## src/include/intc_map.svh

```systemverilog
// register offsets, field positions and reset values of the interrupt controller
// assumes inclusion by the design file only
`ifndef INTC_MAP_SVH
`define INTC_MAP_SVH
`define OFS_EDGE_SEL 3'h0
`define OFS_CTRL_A 3'h1
`define OFS_CTRL_B 3'h2
`define OFS_TMR0_GRP 3'h3
`define OFS_TMR1_GRP 3'h4
`define OFS_VECTOR 3'h5
`define OFS_STATUS 3'h6
`define RESET_BYTE 8'h00
`define EDGE_OFF 2'h0
`define EDGE_RISE 2'h1
`define EDGE_FALL 2'h2
`define EDGE_BOTH 2'h3
`define EDGE_MASK 8'h03
`define CTRL_A_MASK 8'h7F
`define GRP_MASK 8'h33
`define A_GROUP0_FLAG 6
`define A_TICK0_FLAG 5
`define A_EXT_FLAG 4
`define A_GROUP0_EN 3
`define A_TICK0_EN 2
`define A_EXT_EN 1
`define A_GLOBAL_EN 0
`define B_TICK1_FLAG 7
`define B_CONV_FLAG 6
`define B_NVM_FLAG 5
`define B_GROUP1_FLAG 4
`define B_TICK1_EN 3
`define B_CONV_EN 2
`define B_NVM_EN 1
`define B_GROUP1_EN 0
`define G_CMPA_FLAG 5
`define G_CMPP_FLAG 4
`define G_CMPA_EN 1
`define G_CMPP_EN 0
`endif

```

## src/include/intc_pkg.sv

```systemverilog
// types shared by the interrupt controller and its bench
// assumes intc_map.svh on the include path
package intc_pkg;
  typedef enum logic [2:0] {
    src_ext = 3'h0,
    src_tick0 = 3'h1,
    src_group0 = 3'h2,
    src_tick1 = 3'h3,
    src_conv = 3'h4,
    src_nvm = 3'h5,
    src_group1 = 3'h6,
    src_none = 3'h7
  } source_t;
  typedef enum logic [1:0] {
    st_run = 2'h1,
    st_ack = 2'h2
  } state_t;
endpackage : intc_pkg

```

## src/logic/intc_core.sv

```systemverilog
// interrupt controller: flags, enables, priority pick, vector call and return, wake
// assumes a core that obeys take_irq pulses and reports stack fullness and reti
//
// Operation
// edge field: 00 off, 01 rising, 10 falling, 11 both edges
// control A bits 6..0: group0, tick0, ext flags; group0, tick0, ext, global enables
// control B bits 7..0: tick1, conv, nvm, group1 flags then their enables
// timer0 group: A flag bit5, P flag bit4, A enable bit1, P enable bit0
// timer1 group uses the same layout as timer0 group
// unimplemented bits ignore writes and read zero
// source event sets its flag regardless of enables
// flag with enable clear stays set but never vectors
// global enable low blocks all acceptance
// acceptance pushes next address and loads pc with the source vector
// return instruction pops saved pc and resumes
// service entry clears global enable
// requests during blocking still set and hold flags
// software may set global enable inside a routine for nesting
// full stack blocks acceptance until the pointer drops
// own vectors per source; comparator sources share their group vector
// newly set flag wakes from sleep or idle; earlier flags do not
// group flag sets when any comparator flag of its group sets
// serving a group clears group flag, comparator flags stay
// serving an independent source clears its flag at the branch
// simultaneous requests accepted one at a time in fixed priority
// all flags and enables writable; writing one to a flag pends a request
//
// Design decisions made here: the strobed register port and the register offsets.
`timescale 1ns/10ps
`include "intc_map.svh"
module intc_core #(
  parameter int PC_W = 12,
  parameter logic [11:0] VEC_BASE = 12'h004,
  parameter logic [11:0] VEC_STEP = 12'h004
) (
  input wire logic core_clk,
  input wire logic srst,
  input wire logic [2:0] reg_addr,
  input wire logic [7:0] reg_wdata,
  input wire logic reg_wr,
  input wire logic reg_rd,
  output logic [7:0] reg_rdata,
  input wire logic ext_pin,
  input wire logic tick0_evt,
  input wire logic tick1_evt,
  input wire logic conv_done_evt,
  input wire logic nvm_write_evt,
  input wire logic tmr0_cmpa_evt,
  input wire logic tmr0_cmpp_evt,
  input wire logic tmr1_cmpa_evt,
  input wire logic tmr1_cmpp_evt,
  input wire logic insn_boundary,
  input wire logic [PC_W-1:0] next_pc,
  input wire logic stack_full,
  input wire logic reti_exec,
  input wire logic [PC_W-1:0] stack_top,
  input wire logic low_power,
  output logic take_irq,
  output logic push_en,
  output logic [PC_W-1:0] push_data,
  output logic pc_load,
  output logic [PC_W-1:0] pc_value,
  output logic pop_en,
  output intc_pkg::source_t vector_src,
  output logic wake_up
);
  import intc_pkg::*;

  initial begin
    if (PC_W < 12 || PC_W > 16) $error("intc_core: PC_W must be 12..16");
  end

  logic [7:0] edge_select_reg;
  logic [7:0] irq_ctrl_reg_a;
  logic [7:0] irq_ctrl_reg_b;
  logic [7:0] timer0_group_reg;
  logic [7:0] timer1_group_reg;
  logic ext_pin_reg;
  logic [7:0] rdata_reg;
  logic [PC_W-1:0] push_reg;
  logic [PC_W-1:0] pc_reg;
  logic take_reg;
  logic pop_reg;
  source_t src_reg;
  state_t state_reg;
  state_t state_next;
  logic wake_reg;
  logic low_power_reg;

  // write decode
  wire wr_edge = reg_wr && reg_addr == `OFS_EDGE_SEL;
  wire wr_a = reg_wr && reg_addr == `OFS_CTRL_A;
  wire wr_b = reg_wr && reg_addr == `OFS_CTRL_B;
  wire wr_g0 = reg_wr && reg_addr == `OFS_TMR0_GRP;
  wire wr_g1 = reg_wr && reg_addr == `OFS_TMR1_GRP;

  // edge detect on a pin taken as synchronous
  wire [1:0] edge_sel = edge_select_reg[1:0];
  wire rise = ext_pin && !ext_pin_reg;
  wire fall = !ext_pin && ext_pin_reg;
  wire ext_evt = (edge_sel == `EDGE_RISE && rise) ||
                 (edge_sel == `EDGE_FALL && fall) ||
                 (edge_sel == `EDGE_BOTH && (rise || fall));

  // group flag sets on any comparator event of the group, even with that comparator flag already set
  wire g0_cmp_set = tmr0_cmpa_evt || tmr0_cmpp_evt;
  wire g1_cmp_set = tmr1_cmpa_evt || tmr1_cmpp_evt;

  // pending and enabled; global enable and stack gate only the acceptance below
  wire glob_en = irq_ctrl_reg_a[`A_GLOBAL_EN];
  wire [6:0] pend;
  assign pend[0] = irq_ctrl_reg_a[`A_EXT_FLAG] && irq_ctrl_reg_a[`A_EXT_EN];
  assign pend[1] = irq_ctrl_reg_a[`A_TICK0_FLAG] && irq_ctrl_reg_a[`A_TICK0_EN];
  assign pend[2] = irq_ctrl_reg_a[`A_GROUP0_FLAG] && irq_ctrl_reg_a[`A_GROUP0_EN];
  assign pend[3] = irq_ctrl_reg_b[`B_TICK1_FLAG] && irq_ctrl_reg_b[`B_TICK1_EN];
  assign pend[4] = irq_ctrl_reg_b[`B_CONV_FLAG] && irq_ctrl_reg_b[`B_CONV_EN];
  assign pend[5] = irq_ctrl_reg_b[`B_NVM_FLAG] && irq_ctrl_reg_b[`B_NVM_EN];
  assign pend[6] = irq_ctrl_reg_b[`B_GROUP1_FLAG] && irq_ctrl_reg_b[`B_GROUP1_EN];

  // lowest index wins; fixed order
  function automatic source_t pick(input logic [6:0] p);
    source_t s;
    s = src_none;
    for (int i = 6; i >= 0; i--) begin
      if (p[i]) s = source_t'(3'(i));
    end
    return s;
  endfunction : pick

  wire source_t winner = pick(pend);
  // a return in flight owns the pc load, so acceptance waits one cycle for it
  wire accept = state_reg == st_run && insn_boundary && glob_en &&
                !stack_full && !reti_exec && winner != src_none;
  // comparator sources reach here only through their group index
  wire [11:0] vec_addr = VEC_BASE + 12'(VEC_STEP * {9'h000, winner});

  // clear by service of the accepted source; a fresh event wins over it
  wire clr_ext = accept && winner == src_ext;
  wire clr_t0 = accept && winner == src_tick0;
  wire clr_g0 = accept && winner == src_group0;
  wire clr_t1 = accept && winner == src_tick1;
  wire clr_cv = accept && winner == src_conv;
  wire clr_nv = accept && winner == src_nvm;
  wire clr_g1 = accept && winner == src_group1;

  // next control A: write first, then service clear, then events (set wins)
  logic [7:0] a_next;
  logic [7:0] b_next;
  logic [7:0] g0_next;
  logic [7:0] g1_next;
  always_comb begin
    a_next = wr_a ? (reg_wdata & `CTRL_A_MASK) : irq_ctrl_reg_a;
    if (clr_ext) a_next[`A_EXT_FLAG] = 1'b0;
    if (clr_t0) a_next[`A_TICK0_FLAG] = 1'b0;
    if (clr_g0) a_next[`A_GROUP0_FLAG] = 1'b0;
    if (accept) a_next[`A_GLOBAL_EN] = 1'b0;
    if (ext_evt) a_next[`A_EXT_FLAG] = 1'b1;
    if (tick0_evt) a_next[`A_TICK0_FLAG] = 1'b1;
    if (g0_cmp_set) a_next[`A_GROUP0_FLAG] = 1'b1;
    b_next = wr_b ? reg_wdata : irq_ctrl_reg_b;
    if (clr_t1) b_next[`B_TICK1_FLAG] = 1'b0;
    if (clr_cv) b_next[`B_CONV_FLAG] = 1'b0;
    if (clr_nv) b_next[`B_NVM_FLAG] = 1'b0;
    if (clr_g1) b_next[`B_GROUP1_FLAG] = 1'b0;
    if (tick1_evt) b_next[`B_TICK1_FLAG] = 1'b1;
    if (conv_done_evt) b_next[`B_CONV_FLAG] = 1'b1;
    if (nvm_write_evt) b_next[`B_NVM_FLAG] = 1'b1;
    if (g1_cmp_set) b_next[`B_GROUP1_FLAG] = 1'b1;
    // comparator flags are only cleared by software
    g0_next = wr_g0 ? (reg_wdata & `GRP_MASK) : timer0_group_reg;
    if (tmr0_cmpa_evt) g0_next[`G_CMPA_FLAG] = 1'b1;
    if (tmr0_cmpp_evt) g0_next[`G_CMPP_FLAG] = 1'b1;
    g1_next = wr_g1 ? (reg_wdata & `GRP_MASK) : timer1_group_reg;
    if (tmr1_cmpa_evt) g1_next[`G_CMPA_FLAG] = 1'b1;
    if (tmr1_cmpp_evt) g1_next[`G_CMPP_FLAG] = 1'b1;
    // a software write of one to a comparator flag pends its group too
    if (wr_g0 && (reg_wdata[`G_CMPA_FLAG] || reg_wdata[`G_CMPP_FLAG])) begin
      a_next[`A_GROUP0_FLAG] = 1'b1;
    end
    if (wr_g1 && (reg_wdata[`G_CMPA_FLAG] || reg_wdata[`G_CMPP_FLAG])) begin
      b_next[`B_GROUP1_FLAG] = 1'b1;
    end
  end

  // flags rising now; a flag already set before sleep never wakes
  wire [7:0] a_rise = a_next & ~irq_ctrl_reg_a;
  wire [7:0] b_rise = b_next & ~irq_ctrl_reg_b;
  wire new_flag = a_rise[`A_EXT_FLAG] || a_rise[`A_TICK0_FLAG] ||
                  a_rise[`A_GROUP0_FLAG] || (b_rise & 8'hF0) != 8'h00;

  // read mux
  logic [7:0] rd_mux;
  always_comb begin
    case (reg_addr)
      `OFS_EDGE_SEL: rd_mux = edge_select_reg & `EDGE_MASK;
      `OFS_CTRL_A: rd_mux = irq_ctrl_reg_a;
      `OFS_CTRL_B: rd_mux = irq_ctrl_reg_b;
      `OFS_TMR0_GRP: rd_mux = timer0_group_reg;
      `OFS_TMR1_GRP: rd_mux = timer1_group_reg;
      `OFS_VECTOR: rd_mux = {5'h00, src_reg};
      `OFS_STATUS: rd_mux = {6'h00, low_power_reg, state_reg == st_ack};
      default: rd_mux = `RESET_BYTE;
    endcase
  end

  // one cycle of acknowledge separates acceptances, so pc loads settle first
  always_comb begin
    case (state_reg)
      st_run: state_next = accept ? st_ack : st_run;
      st_ack: state_next = st_run;
      default: state_next = st_run;
    endcase
  end

  always_ff @(posedge core_clk) begin
    if (srst) begin
      edge_select_reg <= `RESET_BYTE;
      irq_ctrl_reg_a <= `RESET_BYTE;
      irq_ctrl_reg_b <= `RESET_BYTE;
      timer0_group_reg <= `RESET_BYTE;
      timer1_group_reg <= `RESET_BYTE;
      ext_pin_reg <= 1'b0;
      state_reg <= st_run;
      low_power_reg <= 1'b0;
    end else begin
      if (wr_edge) edge_select_reg <= reg_wdata & `EDGE_MASK;
      irq_ctrl_reg_a <= a_next;
      irq_ctrl_reg_b <= b_next;
      timer0_group_reg <= g0_next;
      timer1_group_reg <= g1_next;
      ext_pin_reg <= ext_pin;
      state_reg <= state_next;
      low_power_reg <= low_power;
    end
  end

  always_ff @(posedge core_clk) begin
    if (srst) begin
      rdata_reg <= `RESET_BYTE;
      take_reg <= 1'b0;
      push_reg <= '0;
      pc_reg <= '0;
      pop_reg <= 1'b0;
      src_reg <= src_none;
      wake_reg <= 1'b0;
    end else begin
      rdata_reg <= reg_rd ? rd_mux : rdata_reg;
      take_reg <= accept;
      pop_reg <= reti_exec;
      wake_reg <= low_power && new_flag;
      if (accept) begin
        push_reg <= next_pc;
        pc_reg <= PC_W'(vec_addr);
        src_reg <= winner;
      end else if (reti_exec) begin
        pc_reg <= stack_top;
      end
    end
  end

  assign reg_rdata = rdata_reg;
  assign take_irq = take_reg;
  assign push_en = take_reg;
  assign push_data = push_reg;
  assign pc_load = take_reg || pop_reg;
  assign pc_value = pc_reg;
  assign pop_en = pop_reg;
  assign vector_src = src_reg;
  assign wake_up = wake_reg;
endmodule : intc_core

```

## config.mk

```make
export PLATFORM = sky130hd
export DESIGN_NAME = intc_core
export DESIGN_NICKNAME = d
export VERILOG_FILES = /design/src/include/intc_pkg.sv /design/src/logic/intc_core.sv
export VERILOG_INCLUDE_DIRS = /design/src /design/src/include
export SDC_FILE = /design/constraint.sdc
export NUM_CORES = 1
export LEC_CHECK = 0
export ABC_AREA = 1
export BUFFER_PORTS_ARGS = -buffer_cell sky130_fd_sc_hd__buf_2
export CORE_AREA = 2 2 118 120
export CTS_CLUSTER_SIZE = 28
export DETAILED_ROUTE_END_ITERATION = 12
export DIE_AREA = 0 0 120 122
export GPL_TIMING_DRIVEN = 1
export SYNTH_ARGS = -nofsm -noshare
export SYNTH_HDL_FRONTEND = slang
export SYNTH_SLANG_ARGS = --single-unit
```

## constraint.sdc

```tcl
create_clock -name core_clk -period 4.7 [get_ports core_clk]
set_input_delay 0.705 -clock core_clk [delete_from_list [all_inputs] [get_ports core_clk]]
set_output_delay 0.705 -clock core_clk [all_outputs]
set_load 0.03 [all_outputs]
```

# Word-level counts from Yosys, hierarchy flattened
# Index checks and enable logic that the tools add are counted.
op_classes:
  bitwise_logic: 5
  reduce_logical: 55
  n_eq_ne: 18
  muxes: 36
  add_sub_neg: 1
ops:
  columns: ["op", "n"]
  rows:
  - ["one-hot mux 8 bit (7 select lines)", 1]
  - ["logical AND 1 bit", 32]
  - ["two-way mux 12 bit", 2]
  - ["two-way mux 1 bit", 22]
  - ["== test 3 bit, second input constant", 6]
  - ["two-way mux 8 bit", 2]
  - ["== test 3 x 2 -> 1 bit, second input constant", 4]
  - ["two-way mux 3 bit", 4]
  - ["two-way mux 6 bit", 2]
  - ["logical OR 1 bit", 10]
  - ["nonzero test 2 bit", 5]
  - ["AND 8 bit", 1]
  - ["inverter 8 bit", 1]
  - ["nonzero test 8 bit", 1]
  - ["AND 7 bit", 1]
  - ["inverter 7 bit", 1]
  - ["adder 3 x 5 -> 6 bit, first input constant", 1]
  - ["== test 2 bit, second input constant", 3]
  - ["== test 3 x 1 -> 1 bit, second input constant", 2]
  - ["logical NOT 3 bit", 2]
  - ["two-way mux 2 bit", 3]
  - ["== test 2 x 1 -> 1 bit, second input constant", 2]
  - ["logical NOT 1 bit", 4]
  - ["inequality test 3 bit, second input constant", 1]
  - ["2 further kinds", 2]
totals:
  inputBits: 52
  regBits: 68
  elab_cells: 134
  out_inout_bits: 40

# Logic depth before layout (Yosys ltp)
logic_depth:
  ltp_word: 19
  depth_mapped: 21

# Least setup slack after synthesis
# OpenSTA, ideal clock, no wires.
synth_timing:
  kind: "reg-to-reg"
  from: "register irq_ctrl_reg_b[5]"
  to: "register wake_reg, in the netlist wake_up"
  t_required_ns: 4.583
  slack_ns: 2.499
  setup_time_ns: 0.117
  arrival_ns: 2.083
  path_buffers: 1
  synth_period_minus_slack_ns: 2.201
  stages_incl_launch_ff: 22
  path_cell_list: "dfxtp_1 nand2_1 nand3_1 nand2_1 nand2_1 nand2_1 nand2_1 nand2_1 inv_1 ha_1 ha_1 nor2_1 nand2_1 nor2_2 buf_2 nand3_1 nand2_1 nand2_1 nand2_1 nand2_1 nor2_1 a21oi_1"
synth_via:
  elab_chain_cells: 17
synth_lines:
  columns: ["item", "line", "text"]
  rows:
  - ["start: declaration", "intc_core.sv:75", "logic [7:0] irq_ctrl_reg_b;"]
  - ["start signal: assignment", "intc_core.sv:219", "irq_ctrl_reg_b <= `RESET_BYTE;"]
  - ["start signal: assignment", "intc_core.sv:228", "irq_ctrl_reg_b <= b_next;"]
  - ["logical AND 1 bit *", "intc_core.sv:117", "assign pend[5] = irq_ctrl_reg_b[`B_NVM_FLAG] && irq_ctrl_reg_b[`B_NVM_EN];"]
  - ["two-way mux 2 bit * (2 in series)", "intc_core.sv:125", "if (p[i]) s = source_t'(3'(i));"]
  - ["two-way mux 3 bit * (4 in series)", "intc_core.sv:125", null]
  - ["net winner[0]", "intc_core.sv:130", "wire source_t winner = pick(pend);"]
  - ["inequality test 3 bit", "intc_core.sv:133", "!stack_full && !reti_exec && winner != src_none;"]
  - ["logical AND 1 bit", "intc_core.sv:133", null]
  - ["logical AND 1 bit (on tied branches)", null, null]
  - ["two-way mux 1 bit (on tied branches) (2 in series)", null, null]
  - ["two-way mux 1 bit (tied with other cells)", "intc_core.sv:180", "if (wr_g1 && (reg_wdata[`G_CMPA_FLAG] || reg_wdata[`G_CMPP_FLAG])) begin"]
  - ["AND 8 bit (tied with other cells)", "intc_core.sv:187", "wire [7:0] b_rise = b_next & ~irq_ctrl_reg_b;"]
  - ["nonzero test 8 bit or logical OR 1 bit (tied branches)", "intc_core.sv:189, intc_core.sv:188", null]
  - ["logical OR 1 bit *", "intc_core.sv:188", "wire new_flag = a_rise[`A_EXT_FLAG] || a_rise[`A_TICK0_FLAG] ||"]
  - ["logical AND 1 bit *", "intc_core.sv:250", "wake_reg <= low_power && new_flag;"]
  - ["end signal: assignment", "intc_core.sv:250", null]
  - ["end: declaration", "intc_core.sv:87", "logic wake_reg;"]
# The timed path passes the listed nets; every way through them passes the cells marked *.
# A chain may end at the register's enable or synchronous reset.

# Worst setup path in the final report
layout_timing:
  from: "register irq_ctrl_reg_b[5]"
  to: "register src_reg[1], in the netlist vector_src[1]"
layout_via:
  elab_chain_cells: 9
layout_lines:
  columns: ["item", "line", "text"]
  rows:
  - ["logical AND 1 bit", "intc_core.sv:117", null]
  - ["two-way mux 2 bit (2 in series)", "intc_core.sv:125", null]
  - ["two-way mux 3 bit (4 in series)", "intc_core.sv:125", null]
  - ["net winner[0]", "intc_core.sv:130", null]
  - ["inequality test 3 bit", "intc_core.sv:133", null]
  - ["logical AND 1 bit", "intc_core.sv:133", null]
  - ["end signal: assignment", "intc_core.sv:244", "src_reg <= src_none;"]
  - ["end signal: assignment", "intc_core.sv:254", "src_reg <= winner;"]
  - ["end: declaration", "intc_core.sv:84", "source_t src_reg;"]
# The timed path passes the listed nets, and every way through them passes these cells.

==> impl_metrics.tcl <==
set metrics [dict create \
    status "finished, final reports clean" \
    p_clk_share_pct 47.4 \
    n_antenna_cell 0 \
    cp_cell_sequence "nand2_1, nand3_1, nand2_1, nand2_1, nand2_1, nand2_1, nand2_1, inv_1, ha_1, ha_1, nor2_1, nand2_1, nor2_2, inv_1, nor2_2, a22oi_1" \
    vias_per_cell 4.440 \
    worst_pin_slew_ns 0.7611 \
    total_power_w 0.001440 \
    rsz0062_at_grt "no" \
    yosys-top-cells-count "nand2_1, dfxtp_1, inv_1, a21oi_1, nor2_1" \
    ios 92 \
    yosysTopAreaCell "dfxtp_1" \
    p_per_area_nw_per_um2 369.1 \
    vias 2948 \
    detailed_place_hpwl_um 6958 \
    synth_cell_type_count 35 \
    r2r-end "vector_src[1]$_SDFFE_PP1P_" \
    antenna_found_initial 0 \
    fp.dieArea_um2 14640 \
    p_sw_w 0.0003830 \
    wl_per_cell_um 13.58 \
    sw_frac_of_total_pct 26.61 \
    yosysWarnings 0 \
    fin_area_um2 3900 \
    setup_violations 0 \
    worstPathArrival_ns 3.09 \
    insertion_delay_ns 0.33 \
    dr.pass1.iters 4 \
    yosysMostFrequentCell "nand2_1" \
    max-vdd-ir-drop_uv 194.4 \
    die_w_um 120 \
    worstHoldStart "timer0_group_reg[0]$_SDFFE_PP0P_" \
    core_area_um2 13500 \
    tns_ns 0 \
    track_usage_pct 12.49 \
    numCtsBuffers 9 \
    synth_area_um2 3007 \
    fmax_mhz 344.0 \
    required_ns 4.88 \
    cts_max_level 3 \
    cp_slowest_stage_delay_ns 0.52 \
    drive_above_1_share_pct 25.21 \
    maxCapViolCount 0 \
    cts_hold_buf 0 \
    worst_path_max_delay_cell "nor2_2" \
    ys_top_cells_by_area "dfxtp_1, nand2_1, a21oi_1" \
    startpoint_type "register" \
    r2r_start "irq_ctrl_reg_b[5]$_SDFF_PP0_" \
    ant_nets 0 \
    min_period_ns 2.907 \
    async_flop_share_pct 0 \
    drc 0 \
    cpMostUsedCell "nand2_1" \
    synth_nets 453 \
    grt_pass1_wl_um 14230 \
    rows 43 \
    syn_to_final_growth_pct 29.71 \
    cts_sinks 67 \
    wl_um 9020 \
    overflow 0 \
    nets 539 \
    rrSetupSlack_ns 1.79 \
    grt_pass1_vias 2882 \
    drt_iter0_drc 134 \
    post_cts_buffers 0 \
    hold_ws_ns 0.4682 \
    p_int_w 0.001057 \
    fillers 1454 \
    synthCells 393 \
    cts-resized-gates 0 \
    hold_viol 0 \
    yosysSeqAreaShare_pct 44.61 \
    fin_skew_ns 0.006123 \
    synth_top_area_share_pct 44.61 \
    rr_worst_depth 16 \
    power_frac_seq_pct 41.8 \
    io_buffers 91 \
    combPwrFrac_pct 10.9 \
    endpoint_kind "register" \
    dpl_cell_area_um2 3598 \
    hold_end "timer0_group_reg[0]$_SDFFE_PP0P_" \
    place_congestion 0.9121 \
    synthFlopType "dfxtp_1" \
    cts_buffer_depth 2 \
    path_class "register to register" \
    cts_tree "yes" \
    timing.final.crit_share_pct 61.84 \
    grt_max_degree 28 \
    hp-class "register to register" \
    synth-seq-cells 67 \
    p_leak_nw 1.844 \
    start_util_pct 22.26 \
    synth_edf_count 0 \
    max_slew_margin_pct 49.21 \
    clk_pin_slew_ns 0.06 \
    cp_max_fo 15 \
    syn_area_per_cell_um2 7.650 \
    drv_slew 0 \
    cts_root_buffer "clkbuf_16" \
    hold_depth 2 \
    die_h_um 122 \
]
-- layout make-up --
class | count | area (um^2) | share of cell area, %
Tap cell | 180 | 225.2 | 5.775
Multi-Input combinational cell | 259 | 1385 | 35.51
Clock inverter | 7 | 76.32 | 1.957
Inverter | 51 | 191.4 | 4.909
Sequential cell | 67 | 1341 | 34.39
Clock buffer | 9 | 225.2 | 5.775
Timing Repair Buffer | 91 | 455.4 | 11.68
-- metal layers --
metal  vias to the layer above  track usage, %  share of wire (%)
met4                         0           5.882                3.5
met2                       106           20.77                 46
li1                       1487               -                  -
met1                      1332           14.62                 43
met3                        23           3.979                7.6
met5                         -               0                  0
-- per-stage QoR --
step	utilization (%)	setup WS [ns]	instances
global placement	26.65	1.967	648
floorplan	-	2.499	393
CTS	28.88	1.796	664
detailed placement	26.65	1.807	648
finish	28.88	1.793	664
global route	28.88	1.444	664
-- layout by cell type, fill, tap and decap left out, drive strengths merged, types with 2 or more instances in the layout --
cell type and instances:
a21oi 38, a22o 13, a31oi 3, a32o 8, buf 91, clkbuf 9
clkinv 2, clkinvlp 2, dfxtp 67, ha 8, inv 53, nand2 93
nand3 22, nand4 5, nor2 28, nor3 5, o21ai 21, o22ai 6
or2 2
-- worst max path at each step --
stage                                       startpoint                    endpoint  slack [ns]  cells past startpoint
after floorplan           irq_ctrl_reg_b[5]$_SDFF_PP0_          wake_up$_SDFF_PP0_        2.50                     21
after global placement    irq_ctrl_reg_b[5]$_SDFF_PP0_  vector_src[1]$_SDFFE_PP1P_        1.97                     16
after detailed placement  irq_ctrl_reg_b[5]$_SDFF_PP0_  vector_src[1]$_SDFFE_PP1P_        1.81                     16
after CTS                 irq_ctrl_reg_b[5]$_SDFF_PP0_  vector_src[1]$_SDFFE_PP1P_        1.80                     16
after global routing      irq_ctrl_reg_b[5]$_SDFF_PP0_  vector_src[1]$_SDFFE_PP1P_        1.44                     16
final                     irq_ctrl_reg_b[5]$_SDFF_PP0_  vector_src[1]$_SDFFE_PP1P_        1.79                     16
-- cells by family after synthesis --
logic type / share of synthesized area, %
buffers and inverters: 9.321
adder cells (fa/ha/maj): 3.329
AO/OA/AOI/OAI: 19.81
AND/OR/NAND/NOR: 22.93
flip-flops: 44.61
-- power groups by stage --
stage	registers [W]	clock network (W)	logic [W]
2_1_floorplan	0.000631	0	0.0000806
3_3_place_gp	0.000612	0	0.000155
3_5_place_dp	0.000613	0	0.000158
4_1_cts	0.000601	0.000699	0.000158
5_1_grt	0.000603	0.000726	0.000175
6_report	0.000601	0.000682	0.000157
-- worst max-delay path, delay by kind of cell (launching register included) --
family	cells	cell delay, ns
AND/OR/NAND/NOR	11	1.56
flip-flops	1	0.33
AO/OA/AOI/OAI	1	0.12
buffers and inverters	2	0.31
adder cells (fa/ha/maj)	2	0.41
Note: power is estimated with default switching activity, not from simulation.
